[src/esa_consts.svh]
// offsets, field positions, reset values and counts of the e1 sync/alarm block
`ifndef ESA_CONSTS_SVH
`define ESA_CONSTS_SVH
// ----------------------------------------
// register indices (byte address = 4 x index)
// ----------------------------------------
`define ESA_IDX_IDENT   6'h10
`define ESA_IDX_RESYNC  6'h12
`define ESA_IDX_LINE    6'h13
`define ESA_IDX_STATUS  6'h16
`define ESA_IDX_MASK    6'h17
`define ESA_IDX_SEARCH  6'h1C
`define ESA_IDX_RXCTL   6'h1D
// ----------------------------------------
// fields and reset values
// ----------------------------------------
`define ESA_RXCTL_RESYNC 0
`define ESA_RXCTL_ALT    6
`define ESA_RXCTL_WMASK  8'h41
`define ESA_MASK_RST     8'h00
`define ESA_RXCTL_RST    8'h00
// ----------------------------------------
// counts
// ----------------------------------------
`define ESA_FAS_ERR_RUN  2'h3
`define ESA_CAS_ERR_RUN  2'h2
`define ESA_CRC_WINDOW   10'h3E8
`define ESA_CRC_ERR_MIN  10'h393
`define ESA_LOS_E1       12'h0FF
`define ESA_LOS_ALT      12'h800
`define ESA_LOS_T1       12'h0C0
`define ESA_LOS_WIN_E1   8'hFF
`define ESA_LOS_ONES_E1  8'h20
`define ESA_LOS_WIN_T1   8'h70
`define ESA_LOS_ONES_T1  8'h0E
`define ESA_UA1_ZERO_MIN 2'h3
`endif

[src/esa_pkg.sv]
// types shared by the e1 sync/alarm block
package esa_pkg;
   typedef logic [7:0] esa_byte_t;
   typedef logic [3:0] esa_nib_t;
endpackage

[src/esa_bit_if.sv]
// received bit stream and line monitor results between the block's modules
`timescale 1ns/1ps
`default_nettype none
interface esa_bit_if;
   logic bit_stb;
   logic bit_val;
   logic t1_mode;
   logic alt_crit;
   logic los;
   logic ua1;
   modport src  (output bit_stb, output bit_val, output t1_mode, output alt_crit,
                 input los, input ua1);
   modport sink (input bit_stb, input bit_val, input t1_mode, input alt_crit,
                 output los, output ua1);
endinterface
`default_nettype wire

[src/esa_line_mon.sv]
// loss-of-signal and unframed all-ones detector on the received bit stream
`timescale 1ns/1ps
`default_nettype none
`include "esa_consts.svh"
module esa_line_mon #(
   parameter int CNT_W = 12
) (
   input wire logic mclk_in,
   input wire logic rst_n_in,
   esa_bit_if.sink  bus
);
   generate
      if (CNT_W < 12) begin : g_bad_w
         $error("esa_line_mon: CNT_W must hold 2048");
      end
   endgenerate

   // ----------------------------------------
   // loss of signal
   // ----------------------------------------
   logic [CNT_W-1:0] zr_q;
   logic [7:0]       win_q;
   logic [7:0]       ones_q;
   logic             los_q;
   logic [8:0]       uwin_q;
   logic [1:0]       uz_q;
   logic             ua_q;

   wire logic [CNT_W-1:0] thr = bus.t1_mode ? CNT_W'(`ESA_LOS_T1) :
                                (bus.alt_crit ? CNT_W'(`ESA_LOS_ALT) : CNT_W'(`ESA_LOS_E1));
   wire logic [CNT_W-1:0] zr_d = bus.bit_val ? '0 : ((&zr_q) ? zr_q : zr_q + CNT_W'(1));
   wire logic los_set = bus.bit_stb & ~bus.bit_val & (zr_d >= thr);
   wire logic [7:0] win_len = bus.t1_mode ? `ESA_LOS_WIN_T1 : `ESA_LOS_WIN_E1;
   wire logic [7:0] ones_min = bus.t1_mode ? `ESA_LOS_ONES_T1 : `ESA_LOS_ONES_E1;
   wire logic win_end = bus.bit_stb & (win_q == win_len - 8'h01);
   wire logic [7:0] ones_d = ones_q + {7'h00, bus.bit_val};
   // fixed windows, not sliding: clearing may take up to two windows
   wire logic los_clr = win_end & (ones_d >= ones_min);

   always_ff @(posedge mclk_in) begin
      if (!rst_n_in) begin
         zr_q   <= '0;
         win_q  <= 8'h00;
         ones_q <= 8'h00;
         los_q  <= 1'b0;
      end else if (bus.bit_stb) begin
         zr_q   <= zr_d;
         win_q  <= win_end ? 8'h00 : win_q + 8'h01;
         ones_q <= win_end ? 8'h00 : ones_d;
         los_q  <= los_set | (los_q & ~los_clr);
      end
   end

   // ----------------------------------------
   // unframed all ones over 512 bits
   // ----------------------------------------
   wire logic ua_end = bus.bit_stb & (&uwin_q);
   wire logic [1:0] uz_d = (~bus.bit_val & (uz_q != 2'h3)) ? uz_q + 2'h1 : uz_q;

   always_ff @(posedge mclk_in) begin
      if (!rst_n_in) begin
         uwin_q <= 9'h000;
         uz_q   <= 2'h0;
         ua_q   <= 1'b0;
      end else if (bus.bit_stb) begin
         uwin_q <= uwin_q + 9'h001;
         uz_q   <= ua_end ? 2'h0 : uz_d;
         if (ua_end) begin
            ua_q <= (uz_d < `ESA_UA1_ZERO_MIN);
         end
      end
   end

   assign bus.los = los_q;
   assign bus.ua1 = ua_q;
endmodule
`default_nettype wire

[src/esa_sync_alarm.sv]
// e1 receive synchronizer event, search and line alarm status block
//
// The plain strobed port was chosen for this implementation.
`timescale 1ns/1ps
`default_nettype none
`include "esa_consts.svh"
module esa_sync_alarm #(
   parameter logic [3:0] REVISION  = 4'h3,  // arbitrary value
   parameter logic [3:0] PART_CODE = 4'h9,  // arbitrary value
   parameter int         LOS_CNT_W = 12
) (
   input  wire logic       mclk_in,
   input  wire logic       rst_n_in,
   input  wire logic [7:0] addr_in,
   input  wire logic [7:0] wdata_in,
   input  wire logic       wr_in,
   input  wire logic       rd_in,
   output logic      [7:0] rdata_out,
   input  wire logic       rx_bit_stb_in,
   input  wire logic       rx_bit_in,
   input  wire logic       nfas_bit3_stb_in,
   input  wire logic       sa7_stb_in,
   input  wire logic       ts16_bit6_stb_in,
   input  wire logic       fas_word_stb_in,
   input  wire logic       fas_word_err_in,
   input  wire logic       cas_mfaw_stb_in,
   input  wire logic       cas_mfaw_err_in,
   input  wire logic       crc_word_stb_in,
   input  wire logic       crc_word_err_in,
   input  wire logic       fas_search_in,
   input  wire logic       cas_search_in,
   input  wire logic       crc_search_in,
   input  wire logic       crc_search_timeout_in,
   input  wire logic       crc_sync_in,
   input  wire logic       frame_sync_in,
   input  wire logic       crc4_en_in,
   input  wire logic       t1_mode_in,
   input  wire logic       t1_yellow_in,
   output logic            resync_req_out,
   output logic            lof_out,
   output logic            los_out,
   output logic            ais_out,
   output logic            irq_out
);
   // ----------------------------------------
   // register decode
   // ----------------------------------------
   wire logic [5:0] idx     = addr_in[7:2];
   wire logic       lane_ok = (addr_in[1:0] == 2'h0);
   wire logic sel_ident  = lane_ok & (idx == `ESA_IDX_IDENT);
   wire logic sel_resync = lane_ok & (idx == `ESA_IDX_RESYNC);
   wire logic sel_line   = lane_ok & (idx == `ESA_IDX_LINE);
   wire logic sel_status = lane_ok & (idx == `ESA_IDX_STATUS);
   wire logic sel_mask   = lane_ok & (idx == `ESA_IDX_MASK);
   wire logic sel_search = lane_ok & (idx == `ESA_IDX_SEARCH);
   wire logic sel_rxctl  = lane_ok & (idx == `ESA_IDX_RXCTL);
   wire logic rd_resync  = rd_in & sel_resync;
   wire logic rd_status  = rd_in & sel_status;

   esa_pkg::esa_byte_t mask_q;
   esa_pkg::esa_byte_t rxctl_q;
   esa_pkg::esa_byte_t rdata_q;

   always_ff @(posedge mclk_in) begin
      if (!rst_n_in) begin
         mask_q  <= `ESA_MASK_RST;
         rxctl_q <= `ESA_RXCTL_RST;
      end else if (wr_in) begin
         if (sel_mask) begin
            mask_q <= wdata_in;
         end
         if (sel_rxctl) begin
            rxctl_q <= wdata_in & `ESA_RXCTL_WMASK;
         end
      end
   end

   // ----------------------------------------
   // resync criteria
   // ----------------------------------------
   logic [1:0] fas_run_q;
   logic [1:0] cas_run_q;
   logic [9:0] crc_cnt_q;
   logic [9:0] crc_err_q;

   wire logic fas_hit = fas_word_stb_in & fas_word_err_in &
                        (fas_run_q == `ESA_FAS_ERR_RUN - 2'h1);
   wire logic cas_hit = cas_mfaw_stb_in & cas_mfaw_err_in &
                        (cas_run_q == `ESA_CAS_ERR_RUN - 2'h1);
   wire logic crc_last = crc_word_stb_in & (crc_cnt_q == `ESA_CRC_WINDOW - 10'h001);
   wire logic [9:0] crc_err_d = crc_err_q + {9'h000, crc_word_err_in};
   wire logic crc_hit = crc_last & (crc_err_d >= `ESA_CRC_ERR_MIN);
   wire logic [2:0] rs_set = {crc_hit, fas_hit, cas_hit};

   always_ff @(posedge mclk_in) begin
      if (!rst_n_in) begin
         fas_run_q <= 2'h0;
         cas_run_q <= 2'h0;
         crc_cnt_q <= 10'h000;
         crc_err_q <= 10'h000;
      end else begin
         if (fas_word_stb_in) begin
            fas_run_q <= (fas_hit | ~fas_word_err_in) ? 2'h0 : fas_run_q + 2'h1;
         end
         if (cas_mfaw_stb_in) begin
            cas_run_q <= (cas_hit | ~cas_mfaw_err_in) ? 2'h0 : cas_run_q + 2'h1;
         end
         if (crc_word_stb_in) begin
            crc_cnt_q <= crc_last ? 10'h000 : crc_cnt_q + 10'h001;
            crc_err_q <= crc_last ? 10'h000 : crc_err_d;
         end
      end
   end

   // a new event in the read cycle survives the read
   logic [2:0] resync_q;
   always_ff @(posedge mclk_in) begin
      if (!rst_n_in) begin
         resync_q <= 3'h0;
      end else begin
         resync_q <= (resync_q & ~{3{rd_resync}}) | rs_set;
      end
   end

   // ----------------------------------------
   // manual resync and loss of frame
   // ----------------------------------------
   logic resync_prev_q;
   logic resync_req_q;
   logic lof_q;
   wire logic manual = rxctl_q[`ESA_RXCTL_RESYNC] & ~resync_prev_q;

   always_ff @(posedge mclk_in) begin
      if (!rst_n_in) begin
         resync_prev_q <= 1'b0;
         resync_req_q  <= 1'b0;
         lof_q         <= 1'b1;
      end else begin
         resync_prev_q <= rxctl_q[`ESA_RXCTL_RESYNC];
         resync_req_q  <= manual;
         if (manual | (|rs_set)) begin
            lof_q <= 1'b1;
         end else if (frame_sync_in) begin
            lof_q <= 1'b0;
         end
      end
   end

   // ----------------------------------------
   // search flags and crc4 search counter
   // ----------------------------------------
   logic [2:0] search_q;
   logic [5:0] csc_q;
   always_ff @(posedge mclk_in) begin
      if (!rst_n_in) begin
         search_q <= 3'h0;
         csc_q    <= 6'h00;
      end else begin
         search_q <= {fas_search_in, cas_search_in, crc_search_in};
         if (crc_sync_in | ~crc4_en_in) begin
            csc_q <= 6'h00;
         end else if (crc_search_timeout_in) begin
            csc_q <= csc_q + 6'h01;
         end
      end
   end

   // ----------------------------------------
   // time slot 0 / 16 alarms
   // ----------------------------------------
   logic [2:0] rra_h_q;
   logic [2:0] sa7_h_q;
   logic       dma_prev_q;
   logic       rra_q;
   logic       dma_q;
   logic       v52_q;
   wire logic [2:0] rra_h_d = {rra_h_q[1:0], rx_bit_in};
   wire logic [2:0] sa7_h_d = {sa7_h_q[1:0], rx_bit_in};
   wire logic [1:0] sa7_z = {1'b0, ~sa7_h_d[0]} + {1'b0, ~sa7_h_d[1]} + {1'b0, ~sa7_h_d[2]};

   always_ff @(posedge mclk_in) begin
      if (!rst_n_in) begin
         rra_h_q    <= 3'h0;
         sa7_h_q    <= 3'h7;
         dma_prev_q <= 1'b0;
         rra_q      <= 1'b0;
         dma_q      <= 1'b0;
         v52_q      <= 1'b0;
      end else begin
         if (nfas_bit3_stb_in) begin
            rra_h_q <= rra_h_d;
            if (rra_h_d == 3'h7) begin
               rra_q <= 1'b1;
            end else if (rra_h_d == 3'h0) begin
               rra_q <= 1'b0;
            end
         end
         if (sa7_stb_in) begin
            sa7_h_q <= sa7_h_d;
            v52_q   <= (sa7_z >= 2'h2);
         end
         if (ts16_bit6_stb_in) begin
            dma_prev_q <= rx_bit_in;
            dma_q      <= dma_prev_q & rx_bit_in;
         end
      end
   end

   // ----------------------------------------
   // line monitor
   // ----------------------------------------
   esa_bit_if u_bit ();
   assign u_bit.bit_stb  = rx_bit_stb_in;
   assign u_bit.bit_val  = rx_bit_in;
   assign u_bit.t1_mode  = t1_mode_in;
   assign u_bit.alt_crit = rxctl_q[`ESA_RXCTL_ALT];

   esa_line_mon #(
      .CNT_W (LOS_CNT_W)
   ) u_mon (
      .mclk_in  (mclk_in),
      .rst_n_in (rst_n_in),
      .bus      (u_bit.sink)
   );

   // ----------------------------------------
   // alarm status, clear events, interrupt
   // ----------------------------------------
   esa_pkg::esa_nib_t cond_q;
   esa_pkg::esa_nib_t prev_q;
   esa_pkg::esa_nib_t clr_ev_q;
   esa_pkg::esa_nib_t pend_q;
   logic              irq_q;
   wire esa_pkg::esa_nib_t rise = cond_q & ~prev_q;
   wire esa_pkg::esa_nib_t fall = prev_q & ~cond_q;
   wire logic irq_d = (|(pend_q & mask_q[3:0])) | (|(clr_ev_q & mask_q[7:4]));

   always_ff @(posedge mclk_in) begin
      if (!rst_n_in) begin
         cond_q   <= 4'h0;
         prev_q   <= 4'h0;
         clr_ev_q <= 4'h0;
         pend_q   <= 4'h0;
         irq_q    <= 1'b0;
      end else begin
         cond_q   <= {t1_mode_in & t1_yellow_in, u_bit.ua1, u_bit.los, lof_q};
         prev_q   <= cond_q;
         clr_ev_q <= (clr_ev_q & ~{4{rd_status}}) | fall;
         pend_q   <= (pend_q & ~{4{rd_status}}) | rise;
         irq_q    <= irq_d;
      end
   end

   // ----------------------------------------
   // read mux
   // ----------------------------------------
   wire esa_pkg::esa_byte_t rd_val =
      sel_ident  ? {PART_CODE, REVISION} :
      sel_resync ? {5'h00, resync_q} :
      sel_line   ? {4'h0, v52_q, dma_q, cond_q[2], rra_q} :
      sel_status ? {clr_ev_q, cond_q} :
      sel_mask   ? mask_q :
      sel_search ? {csc_q[5:2], csc_q[0], search_q} :
      sel_rxctl  ? rxctl_q : 8'h00;

   always_ff @(posedge mclk_in) begin
      if (!rst_n_in) begin
         rdata_q <= 8'h00;
      end else begin
         rdata_q <= rd_in ? rd_val : 8'h00;
      end
   end

   assign rdata_out      = rdata_q;
   assign resync_req_out = resync_req_q;
   assign lof_out        = cond_q[0];
   assign los_out        = cond_q[1];
   assign ais_out        = cond_q[2];
   assign irq_out        = irq_q;
endmodule
`default_nettype wire

[config.mk]
export PLATFORM = sky130hd
export DESIGN_NAME = esa_sync_alarm
export DESIGN_NICKNAME = d
export VERILOG_FILES = /design/src/esa_pkg.sv /design/src/esa_bit_if.sv /design/src/esa_line_mon.sv /design/src/esa_sync_alarm.sv
export VERILOG_INCLUDE_DIRS = /design/src
export SDC_FILE = /design/constraint.sdc
export NUM_CORES = 1
export LEC_CHECK = 0
export BUFFER_PORTS_ARGS = -buffer_cell sky130_fd_sc_hd__buf_2
export CAP_MARGIN = 10
export CORE_MARGIN = 3
export CORE_UTILIZATION = 50
export CTS_BUF_LIST = sky130_fd_sc_hd__clkbuf_4 sky130_fd_sc_hd__clkbuf_8 sky130_fd_sc_hd__clkbuf_16
export CTS_CLUSTER_SIZE = 16
export DETAILED_ROUTE_END_ITERATION = 8
export GPL_ROUTABILITY_DRIVEN = 0
export GPL_TIMING_DRIVEN = 1
export PLACE_DENSITY = 0.65
export RECOVER_POWER = 100
export SYNTH_ARGS = -nofsm -noshare
export SYNTH_HDL_FRONTEND = slang
export SYNTH_HIERARCHICAL = 1
export SYNTH_SLANG_ARGS = --single-unit
[constraint.sdc]
create_clock -name mclk_in -period 6.93 [get_ports mclk_in]
set_input_delay 1.386 -clock mclk_in [delete_from_list [all_inputs] [get_ports mclk_in]]
set_output_delay 1.386 -clock mclk_in [all_outputs]
set_load 0.01 [all_outputs]
==> flow_summary_export.csv <==
group,metric,value,unit
clock_tree,root_buffer,"clkbuf_16",
final_layout,regArea,2460,µm²
status,violations,"max-capacitance violations, max-slew violations",
pwr,p_clk_frac,0.493,
setup_path,crit_path_start,"rst_n_in",
setup_path,r2r_cells,12,
setup_path,critPathCaptureType,"flop",
clock_tree,clkTransAtPathRegs,50,ps
clock_tree,clock_sinks,123,
clock_tree,numCtsBuffers,17,
setup_path,rr_endpoint,"u_mon/bus.los$_SDFFE_PN0P_",
yosys,synth_area_leaders,"dfxtp_1, nor2_1, ha_1, a21oi_1, mux2i_1",
yosys,synth_edf_count,0,
routing,vias_per_cell,5.73,
final_layout,drive_above_1_share,0.110,
setup_path,crit_chain,"clkbuf_1, inv_1, clkbuf_1, a41oi_1",
setup_path,cp_slowest_cell,"clkbuf_1",
final_layout,syn_to_final_growth,13.0,%
clock_tree,cts_resized,0,
routing,first_iter_violations,391,
yosys,ys_warn_count,6,
sta,timing.final.crit_share,0.553,
global_route,grt.overflow.total,0,
sta,fin_tns_setup,0,ps
pwr,combPwrFrac,0.059,
sta,final_max_slew_viol_count,47,
worst_hold_path,hold_path.class,"flop to flop",
pwr,powerDensity,229,nW/µm²
pwr,power_frac_seq,0.448,
flow_run,drv.max_cap_violation_count,1,
setup_path,reg2reg_from,"u_mon/zr_q[0]$_SDFFE_PN0P_",
yosys,yosysUniqueCellTypes,76,
die,die_area,14000,µm²
die,start_util,0.520,
yosys,ys_seq_area_frac,0.389,
placement,dpl_cell_area,6650,µm²
clock_tree,cts_hold_buf,0,
setup_path,start_kind,"input port",
die,die_y,118,µm
setup_path,endpoint,"irq_out$_SDFF_PN0_",
yosys,ys_async_sr_fraction,0,
yosys,synthFlopType,"dfxtp_1",
setup_path,critPathMaxStageDelay,1010,ps
sta,finalSetupViolations,0,
global_route,antenna_found_initial,0,
yosys,synth_cells,735,
setup_path,critPathKind,"input port to flop",
sta,hold_violations,0,
setup_path,cp_top_family,"buffers and inverters",
sta,tightestPinTransition,1830,ps
setup_path,r2r_slack,3620,ps
global_route,grt_max_degree,47,
routing,vias,5452,
yosys,synth_top_area_frac,0.389,
placement,post-dp-hpwl,9.78,mm
die,core,12200,µm²
global_route,track_usage,0.207,
sta,min_period,3830,ps
setup_path,path_max_fanout,33,
setup_path,crit_cells,4,
yosys,synth_seq_cells,123,
placement,port-buffer-count,52,
yosys,syn_nets,803,
sta,grt_setup_unrepaired,"no",
clock_tree,clk_latency,420,ps
setup_path,cp.arrival,4150,ps
yosys,netlist.top_cell.by_area,"dfxtp_1",
die,die_x,118,µm
final_layout,multi_input_area,3600,µm²
setup_path,critical_path_required,7250,ps
clock_tree,cts_buffer_depth,2,
routing,firstDrtPassIters,5,
final_layout,final_nets,840,
sta,slew_headroom,-0.219,
sta,fin_worst_skew,7.18,ps
clock_tree,cts_tree,"built",
pwr,ir_drop,0.161,mV
routing,drcViolationCount,0,
routing,wire_per_inst,14.8,µm
global_route,grt_pass1_wl,24.0,mm
status,status,"finished with violations",
sta,fmax,261,MHz
routing,routed_wl,14.1,mm
final_layout,fill_cells,1148,
pwr,swShare,0.224,
pwr,p_switching,367,µW
yosys,postSynthAreaPerCell,8.60,µm²
pwr,p_leak,2.86,nW
clock_tree,h-tree-depth,4,
pwr,intPower,1.27,mW
global_route,grt_pass1_vias,5136,
setup_path,crit_path_frequent_cell,"clkbuf_1",
setup_path,worst-path-buf-inv,3,
final_layout,postLayoutCellArea,7140,µm²
routing,final_antenna_net_count,0,
final_layout,antenna_cells,0,
die,io_pins,53,
yosys,syn-cell-area,6320,µm²
die,num_rows,40,
clock_tree,cts_setup_buffers,0,
[through the flow]
step,util,std cells,hold slack [ps],setup WS (ps),total power [mW]
after floorplan,-,735,391,3990,0.812
after global placement,0.547,921,403,3390,0.840
after detailed placement,0.547,921,414,3330,0.845
after CTS,0.591,952,421,3610,1.66
after global routing,0.587,952,461,2830,1.70
final,0.587,952,427,3100,1.64
[routing by layer]
layer  up-vias  GRT usage  routed length [µm]
li1       2718          -                   -
met1      2594      0.255                6450
met2       113      0.344                6720
met3        27     0.0541                 614
met4         0     0.0862                 281
met5         -          0                   0
[logic make-up after synthesis]
kind of cell               synth area share
AOI/OAI and AO/OA                     0.164
xor gates and xnor gates             0.0483
adders and majority gates            0.0554
buffers and inverters                0.0368
DFF                                   0.389
muxes                                0.0402
and+or+nand+nor                       0.266
[power groups by stage]
stage	Sequential, mW	Clock (mW)	Combinational, mW
final	0.733	0.806	0.0970
after global routing	0.734	0.860	0.111
after CTS	0.732	0.824	0.0985
after detailed placement	0.747	0	0.0981
after global placement	0.746	0	0.0937
after floorplan	0.744	0	0.0675
[registers in the layout, indices dropped and copies added (netlist names), 8 cells and up]
register	count
u_mon/ones_q	8
mask_q	8
rdata_out	8
u_mon/win_q	8
crc_err_q	10
u_mon/zr_q	12
crc_cnt_q	10
u_mon/uwin_q	9
[placed cells by master (no fill, tap or decap), types with 8 or more instances in the layout]
cell       synthesis  final
ha_1              28     28
o21ai_1            9      8
xnor2_1           15     15
buf_2              6     36
o21ai_0           23     24
or3_1              8      8
clkbuf_1          19     17
mux2i_1           22     22
xor2_1            18     18
and4_1             8      8
inv_1             20     21
dfxtp_1          123    123
nor2_1            98     98
and3_1            15     15
nor2b_1           19     19
a22oi_1           14     14
a31oi_1            9      9
nand3_1           19     19
nand4_1           16     16
a21oi_1           44     44
clkinv_2           0      9
clkbuf_16          0     17
nor3_1            15     15
nand2b_1          16     16
nand2_1           53     53
[synth_stat cells (4+ instances only)]
cell type	instances
dfxtp_1	123
nor2_1	98
nand2_1	53
a21oi_1	44
ha_1	28
o21ai_0	23
mux2i_1	22
inv_1	20
clkbuf_1	19
nand3_1	19
nor2b_1	19
xor2_1	18
nand2b_1	16
nand4_1	16
and3_1	15
nor3_1	15
xnor2_1	15
a22oi_1	14
and2_1	11
a31oi_1	9
o21ai_1	9
and4_1	8
or3_1	8
a32o_1	7
buf_1	7
nand3b_1	7
buf_2	6
a211oi_1	5
a32oi_1	4
o211ai_1	4
[final cells by class]
| class | count | area share |
|---|---|---|
| multi-input combinational | 556 | 0.505 |
| clock inverter | 10 | 0.0105 |
| timing repair buffer | 53 | 0.0342 |
| tap | 168 | 0.0294 |
| sequential | 123 | 0.345 |
| clock buffer | 21 | 0.0655 |
| inverter | 21 | 0.0110 |
[worst min path at each step]
stage                                   startpoint                   endpoint  slack, ps  depth (start not counted)
after global routing      resync_prev_q$_SDFF_PN0_  resync_req_out$_SDFF_PN0_        460                          1
after CTS                 resync_prev_q$_SDFF_PN0_  resync_req_out$_SDFF_PN0_        420                          1
after global placement    resync_prev_q$_SDFF_PN0_  resync_req_out$_SDFF_PN0_        400                          1
after detailed placement  resync_prev_q$_SDFF_PN0_  resync_req_out$_SDFF_PN0_        410                          1
final                     resync_prev_q$_SDFF_PN0_  resync_req_out$_SDFF_PN0_        430                          1
after floorplan           resync_prev_q$_SDFF_PN0_  resync_req_out$_SDFF_PN0_        390                          1
No activity file was read; power rests on OpenSTA's default activity.
